<file path="src/verilog/host_timers_pkg.sv">
// Constants and carrier types for the host timers and counters block
package host_timers_pkg;

  // Register offsets (byte addresses on the host bus)
  localparam logic [7:0] timer_config_offset       = 8'h8c;
  localparam logic [7:0] timer_count_offset        = 8'h90;
  localparam logic [7:0] host_word_order_offset    = 8'h98;
  localparam logic [7:0] free_running_count_offset = 8'h9c;
  localparam logic [7:0] rx_dropped_frames_offset  = 8'ha0;

  // Field positions and reset values
  localparam int          timer_run_bit            = 29;
  localparam logic [15:0] timer_preload_reset      = 16'hffff;
  localparam logic [15:0] timer_count_reset        = 16'hffff;
  localparam logic [31:0] word_order_reset         = 32'h00000000;
  localparam logic [31:0] word_order_swapped       = 32'hffffffff;
  localparam logic [31:0] free_running_reset       = 32'h00000000;
  localparam logic [31:0] dropped_reset            = 32'h00000000;
  localparam logic [31:0] dropped_midpoint         = 32'h7fffffff;

  // Timing
  localparam int clock_period_ns      = 40;
  localparam int counter_clear_ns     = 160;
  localparam int counter_clear_cycles = counter_clear_ns / clock_period_ns;
  // Timer decrements once per this many core clocks (1 us tick at 25 MHz)
  localparam int timer_tick_ns        = 1000;
  localparam int timer_tick_cycles    = timer_tick_ns / clock_period_ns;

  // Host bus request, as seen at the block
  typedef struct packed {
    logic        rd;        // One-cycle read strobe
    logic        wr;        // One-cycle write strobe
    logic [7:0]  addr;      // Byte address, bit 1 selects half-word in 16-bit mode
    logic [31:0] wdata;
  } host_req_type;

  // Host bus answer
  typedef struct packed {
    logic        ack;
    logic [31:0] rdata;
  } host_rsp_type;

  // Returns 1 when a 16-bit access lands on the high half-word of a register
  function automatic logic sel_high_half(input logic a1, input logic [31:0] order);
    return (order == word_order_swapped) ? ~a1 : a1;
  endfunction

endpackage

</file>
<file path="src/verilog/host_timers_counters.sv">
// Host timer, free-running counter, dropped-frame counter and word order control
//
// Contract
// - Run bit 29 starts and halts timer
// - Run falling edge forces preload to FFFFh
// - Preload is bits 15-0, host writable
// - Count register shows live timer, resets FFFFh
// - Timer raises host interrupt events periodically
// - Word order matters only in 16-bit mode
// - Normal order: A1 high selects high half
// - All ones order: A1 high selects low half
// - FIFO data moves low half-word first
// - Free counter 32-bit, zero at reset, per cycle
// - Free counter wraps to zero at maximum
// - 16-bit read latches full count on first half
// - Free counter may take 160ns to clear
// - Free counter runs in every power state
// - Dropped counter increments per dropped frame
// - Reading dropped counter returns it and clears
// - Interrupt when dropped count crosses midpoint
module host_timers_counters
  import host_timers_pkg::*;
(
  // Clock and reset
  input  wire logic         i_core_clk,
  input  wire logic         i_rst_n,
  // Host bus
  input  wire host_req_type i_host_req,
  input  wire logic         i_bus_16bit,
  output host_rsp_type      o_host_rsp,
  // Receive path events
  input  wire logic         i_rx_frame_dropped,
  // FIFO data path, full 32-bit words on the internal side
  input  wire logic [31:0]  i_tx_fifo_word,
  input  wire logic         i_tx_fifo_valid,
  output logic              o_tx_fifo_ready,
  output logic [15:0]       o_tx_net_half,
  output logic              o_tx_net_valid,
  input  wire logic [15:0]  i_rx_net_half,
  input  wire logic         i_rx_net_valid,
  output logic [31:0]       o_rx_fifo_word,
  output logic              o_rx_fifo_valid,
  // Events
  output logic              o_timer_event,
  output logic              o_dropped_half_event
);

  logic [15:0] timer_preload_value;
  logic        timer_run;
  logic        timer_run_q;
  logic [15:0] timer_current_value;
  logic        tick;
  logic [31:0] host_word_order;
  logic [31:0] free_running_tick_value;
  logic [31:0] free_latch;
  logic        free_latch_valid;
  logic [31:0] dropped_frame_tally;
  logic [31:0] next_dropped;
  logic        tx_half_sel;
  logic [31:0] tx_word;
  logic        rx_half_sel;
  logic [15:0] rx_low_half;

  wire logic       rd    = i_host_req.rd;
  wire logic       wr    = i_host_req.wr;
  wire logic [7:0] addr  = {i_host_req.addr[7:2], 2'b00};
  wire logic       a1    = i_host_req.addr[1];
  wire logic       high  = sel_high_half(a1, host_word_order);

  // Half-word writes update only the selected half
  function automatic logic [31:0] merge_write(input logic [31:0] old, input logic [31:0] wd,
                                              input logic is16, input logic hi);
    if (!is16)
      return wd;
    return hi ? {wd[15:0], old[15:0]} : {old[31:16], wd[15:0]};
  endfunction

  timer_tick_divider u_tick (
    .i_core_clk (i_core_clk),
    .i_rst_n    (i_rst_n),
    .i_run      (timer_run),
    .o_tick     (tick)
  );

  // Timer configuration
  always_ff @(posedge i_core_clk) begin
    if (!i_rst_n) begin
      timer_preload_value <= timer_preload_reset;
      timer_run           <= 1'b0;
    end else if (wr && addr == timer_config_offset) begin
      logic [31:0] merged;
      merged = merge_write({2'b00, timer_run, 13'h0000, timer_preload_value},
                           i_host_req.wdata, i_bus_16bit, high);
      timer_run <= merged[timer_run_bit];
      if (timer_run && !merged[timer_run_bit])
        timer_preload_value <= timer_preload_reset;
      else
        timer_preload_value <= merged[15:0];
    end
  end

  always_ff @(posedge i_core_clk) begin
    if (!i_rst_n)
      timer_run_q <= 1'b0;
    else
      timer_run_q <= timer_run;
  end

  // Live count; loads preload on each start, reloads after passing zero
  always_ff @(posedge i_core_clk) begin
    if (!i_rst_n) begin
      timer_current_value <= timer_count_reset;
      o_timer_event       <= 1'b0;
    end else begin
      o_timer_event <= 1'b0;
      if (timer_run && !timer_run_q) begin
        timer_current_value <= timer_preload_value;
      end else if (timer_run && tick) begin
        if (timer_current_value == 16'h0000) begin
          timer_current_value <= timer_preload_value;
          o_timer_event       <= 1'b1;
        end else begin
          timer_current_value <= timer_current_value - 16'h0001;
        end
      end
    end
  end

  // Word order register
  always_ff @(posedge i_core_clk) begin
    if (!i_rst_n)
      host_word_order <= word_order_reset;
    else if (wr && addr == host_word_order_offset)
      host_word_order <= merge_write(host_word_order, i_host_req.wdata, i_bus_16bit, high);
  end

  // No power-state gating exists here, so the counter never stops
  always_ff @(posedge i_core_clk) begin
    if (!i_rst_n)
      free_running_tick_value <= free_running_reset;
    else
      free_running_tick_value <= free_running_tick_value + 32'h00000001;
  end

  // First half read latches the whole count; the second half reads the latch
  always_ff @(posedge i_core_clk) begin
    if (!i_rst_n) begin
      free_latch       <= free_running_reset;
      free_latch_valid <= 1'b0;
    end else if (rd && i_bus_16bit && addr == free_running_count_offset) begin
      if (!free_latch_valid) begin
        free_latch       <= free_running_tick_value;
        free_latch_valid <= 1'b1;
      end else begin
        free_latch_valid <= 1'b0;
      end
    end
  end

  // Increment applies after the clear: a drop in the clearing read cycle counts as one
  always_comb begin
    next_dropped = dropped_frame_tally;
    if (rd && addr == rx_dropped_frames_offset)
      next_dropped = dropped_reset;
    if (i_rx_frame_dropped)
      next_dropped = next_dropped + 32'h00000001;
  end

  always_ff @(posedge i_core_clk) begin
    if (!i_rst_n) begin
      dropped_frame_tally  <= dropped_reset;
      o_dropped_half_event <= 1'b0;
    end else begin
      dropped_frame_tally  <= next_dropped;
      // Judged on the next value, so a clearing read in the same cycle hides the crossing
      o_dropped_half_event <= i_rx_frame_dropped
                              && next_dropped == dropped_midpoint + 32'h00000001;
    end
  end

  // Read data; in 16-bit mode the selected half appears on the low lanes.
  // In 16-bit mode the dropped counter clears on each half read, so software
  // reading it that way must accept that the second half reads zero.
  always_ff @(posedge i_core_clk) begin
    if (!i_rst_n) begin
      o_host_rsp <= '0;
    end else begin
      logic [31:0] word;
      word = 32'h00000000;
      unique case (addr)
        timer_config_offset:       word = {2'b00, timer_run, 13'h0000, timer_preload_value};
        timer_count_offset:        word = {16'h0000, timer_current_value};
        host_word_order_offset:    word = host_word_order;
        free_running_count_offset: word = (i_bus_16bit && free_latch_valid)
                                          ? free_latch : free_running_tick_value;
        rx_dropped_frames_offset:  word = dropped_frame_tally;
        default:                   word = 32'h00000000;
      endcase
      o_host_rsp.ack <= rd || wr;
      if (rd && !i_bus_16bit)
        o_host_rsp.rdata <= word;
      else if (rd)
        o_host_rsp.rdata <= {16'h0000, high ? word[31:16] : word[15:0]};
    end
  end

  // Transmit to network: low half-word first, whatever the host order
  assign o_tx_fifo_ready = !o_tx_net_valid || tx_half_sel;

  always_ff @(posedge i_core_clk) begin
    if (!i_rst_n) begin
      tx_word        <= 32'h00000000;
      tx_half_sel    <= 1'b0;
      o_tx_net_half  <= 16'h0000;
      o_tx_net_valid <= 1'b0;
    end else if (i_tx_fifo_valid && o_tx_fifo_ready) begin
      tx_word        <= i_tx_fifo_word;
      o_tx_net_half  <= i_tx_fifo_word[15:0];
      o_tx_net_valid <= 1'b1;
      tx_half_sel    <= 1'b0;
    end else if (o_tx_net_valid && !tx_half_sel) begin
      o_tx_net_half <= tx_word[31:16];
      tx_half_sel   <= 1'b1;
    end else begin
      o_tx_net_valid <= 1'b0;
      tx_half_sel    <= 1'b0;
    end
  end

  // Receive from network: first half is the low half-word
  always_ff @(posedge i_core_clk) begin
    if (!i_rst_n) begin
      rx_half_sel     <= 1'b0;
      rx_low_half     <= 16'h0000;
      o_rx_fifo_word  <= 32'h00000000;
      o_rx_fifo_valid <= 1'b0;
    end else begin
      o_rx_fifo_valid <= 1'b0;
      if (i_rx_net_valid) begin
        if (!rx_half_sel) begin
          rx_low_half <= i_rx_net_half;
          rx_half_sel <= 1'b1;
        end else begin
          o_rx_fifo_word  <= {i_rx_net_half, rx_low_half};
          o_rx_fifo_valid <= 1'b1;
          rx_half_sel     <= 1'b0;
        end
      end
    end
  end

endmodule

</file>
<file path="src/verilog/timer_tick_divider.sv">
// Divider that makes the general purpose timer tick enable
module timer_tick_divider
  import host_timers_pkg::*;
(
  // Clock and reset
  input  wire logic i_core_clk,
  input  wire logic i_rst_n,
  // Control
  input  wire logic i_run,
  // Tick
  output logic      o_tick
);

  logic [7:0] div_count;

  always_ff @(posedge i_core_clk) begin
    if (!i_rst_n || !i_run) begin
      div_count <= 8'h00;
      o_tick    <= 1'b0;
    end else if (div_count == 8'(timer_tick_cycles - 1)) begin
      div_count <= 8'h00;
      o_tick    <= 1'b1;
    end else begin
      div_count <= div_count + 8'h01;
      o_tick    <= 1'b0;
    end
  end

endmodule
</file>
<file path="config.mk">
export PLATFORM = sky130hd
export DESIGN_NAME = host_timers_counters
export DESIGN_NICKNAME = d
export VERILOG_FILES = /design/src/verilog/host_timers_pkg.sv /design/src/verilog/host_timers_counters.sv /design/src/verilog/timer_tick_divider.sv
export SDC_FILE = /design/constraint.sdc
export NUM_CORES = 1
export LEC_CHECK = 0
export ABC_AREA = 1
export BUFFER_PORTS_ARGS = -buffer_cell sky130_fd_sc_hd__buf_2
export CAP_MARGIN = 40
export CORE_ASPECT_RATIO = 0.9
export CORE_MARGIN = 2
export CORE_UTILIZATION = 35
export CTS_CLUSTER_DIAMETER = 150
export DETAILED_ROUTE_END_ITERATION = 10
export PLACE_DENSITY_LB_ADDON = 0.12
export SKIP_CTS_REPAIR_TIMING = 1
export SLEW_MARGIN = 30
export SYNTH_ARGS = -nofsm -noshare
export SYNTH_HDL_FRONTEND = slang
export SYNTH_SLANG_ARGS = --single-unit
</file>
<file path="constraint.sdc">
create_clock -name i_core_clk -period 3 [get_ports i_core_clk]
set_input_delay 0.15 -clock i_core_clk [delete_from_list [all_inputs] [get_ports i_core_clk]]
set_output_delay 0.15 -clock i_core_clk [all_outputs]
set_load 0.02 [all_outputs]
</file>
==> metrics.yaml <==
layout-drive-gt1-share_pct: 14.5
first_iter_violations: 1093
clock_skew_ns: 0.0276
start_util_pct: 35.5
synth_top_area_share_pct: 42.6
path_class: "reg2reg"
min_period_ns: 2.69
critPathMaxStageDelay_ns: 0.57
endpoint_kind: "register"
synth_cells: 1970
cap_violations: 0
worstPathArrival_ns: 3.16
dieHeight_um: 191
ys.flop_type: "dfxtp_1"
worst_hold_slack_ns: -0.0612
via_per_inst: 4.99
min_path_cells: 3
relSlewSlack_pct: 47.4
worstHoldPathType: "in2reg"
cts_tree: "done"
grt_max_degree: 160
wl_um: 46400
num_rows: 68
synth_nets: 2072
yosysWarnings: 0
cp_common_cell: "nand2_1"
grt_usage_pct: 22.4
finalHoldViolations: 3
antennaDiodeCount: 0
yosysSeqAreaShare_pct: 42.6
clk_latency_ns: 0.54
overflow: 0
coreArea_um2: 38500
slowest_stage: "dlygate4sd3_1"
ios: 182
die-area_um2: 40600
ys_top_cells_by_area: "dfxtp_1 (43%), nand2_1 (11%), nor2_1 (7.0%)"
synth_area_um2: 13700
synth_cell_type_count: 46
failed_checks: "negative hold slack"
nFillCells: 4071
crit_buf_inv: 2
grt_pass1_vias: 12654
cts_inserted_buffers: 35
fin_crit_sh_pct: 89.8
path_max_fanout: 16
cts.clk_slew.worst_paths_ns: 0.05
instances_no_fill: 2753
fin_area_um2: 17100
dpl_cell_area_um2: 15100
multi_input_area_um2: 6610
final_util_pct: 44.4
post_drt_wl_per_cell_um: 16.8
tightest_slew_ns: 0.789
fmax_ghz: 0.371
syn_avg_cell_area_um2: 6.94
cts_sinks: 291
antenna_left: 0
status: "complete, but fails checks"
startpoint_type: "register"
synth_top_cell_by_area: "dfxtp_1"
powerDensity_nw_per_um2: 514
vdd_drop_max_uv: 406
critical_path_cell_count: 11
placedCellCount: 2611
gp_congestion: 0.886
drv_slew: 0
async_flop_share_pct: 0
drc: 0
dp_hpwl_um: 33100
place_ws_ns: 0.377
area_growth_syn_to_layout_pct: 25.0
ys_top_cells_by_count: "nand2_1 (408), dfxtp_1 (291), nor2_1 (256)"
setup_viol: 0
cts_root_buf: "clkbuf_16"
r2r_cells: 11
post-synth-top-count-cell: "nand2_1"
firstDrtPassIters: 6
rsz0062_at_grt: "false"
antenna_found_initial: 1
nNetsFinal: 2305
crit_chain: "nand2_1 -> nor2_1 -> nand4_1 -> nor3_1 -> nand3b_1 -> nand3_1 -> nand2_1 -> inv_1 -> o21ai_0 -> a21oi_1 -> dlygate4sd3_1"
synth_seq_cells: 291
crit_family: "simple AND/OR/NAND/NOR gates"
setup_slack_ns: 0.306
io_buffer_count: 180
grt_pass1_wl_um: 71000
htreeDepth: 2
clock_path_buffers: 3
setup_total_negative_slack_ns: 0
dieWidth_um: 212
power_mw: 8.78
p_leak_nw: 7.40
num_vias: 13746
regArea_um2: 5830
cp.required_ns: 3.47
synth_edf_count: 0
==> cell type report <==
class,instances,share of cell area (%)
Sequential cell,291,34.1
Inverter,216,4.75
Clock buffer,54,6.13
Tap cell,525,3.85
Clock inverter,8,0.484
Timing Repair Buffer,300,12.0
Multi-Input combinational cell,1359,38.7
==> final timing paths <==
check	start	endpoint	slack [ns]
worst min-delay path	i_tx_fifo_word[8]	o_tx_net_half[8]$_SDFFE_PN0P_	-0.06
worst max register to register	host_word_order[19]$_SDFFE_PN0P_	host_word_order[27]$_SDFFE_PN0P_	0.31
worst min register to register	rx_low_half[10]$_SDFFE_PN0P_	o_rx_fifo_word[10]$_SDFFE_PN0P_	0.44
worst max-delay path	host_word_order[19]$_SDFFE_PN0P_	host_word_order[27]$_SDFFE_PN0P_	0.31
==> layer usage <==
layer	vias up	part of all wire, %	track usage, %
met4	2	3.6	8.85
met5	-	0.028	0
met3	87	7.1	4.67
met1	6274	47	31.0
li1	6960	-	-
met2	423	43	34.0
==> cell usage in the layout (no fill, tap or decap), types with 7 or more instances in the layout <==
master and count:
nand3_2 8, clkbuf_1 9, buf_4 37, nor2_2 12, nor2_1 255, o21ai_0 171, o221ai_1 29, o22ai_1 12
xor2_1 16, nand3_1 141, xnor2_1 7, a22o_1 7, nand2_1 408, dlygate4sd3_1 80, nand4_1 24, a21oi_1 155
inv_2 9, a221oi_1 10, clkbuf_8 10, nor3_1 21, inv_1 201, dfxtp_1 291, a211oi_1 12, clkbuf_16 35
buf_2 179, o211ai_1 9
==> tightest hold or removal path, stage by stage <==
cell	delay, ns
buf_2	0.08
o221ai_1	0.10
nor2_1	0.09
==> cells by family (layout without fill, tap and decap cells) <==
family / count (synthesis) / count (layout) / share of synthesized area, %
simple gates: 905 / 905 / 28.6
fa+ha+maj: 6 / 6 / 0.549
flops: 291 / 291 / 42.6
buf+inv: 320 / 578 / 9.10
compound gates: 425 / 425 / 17.7
xor+xnor: 23 / 23 / 1.47
==> flip-flops by register name (all words and copies together) (netlist names), 32 cells and up <==
name / flops
dropped_frame_tally: 32
free_latch: 32
free_running_tick_value: 32
host_word_order: 32
o_host_rsp: 33
o_rx_fifo_word: 32
==> power breakdown <==
part,switching (mW),leakage (nW),internal (mW)
sequential,0.0465,2.36,3.95
combinational,0.399,4.49,0.237
clock,1.72,0.549,2.42
total,2.17,7.40,6.61
Note: power is estimated with default switching activity, not from simulation.
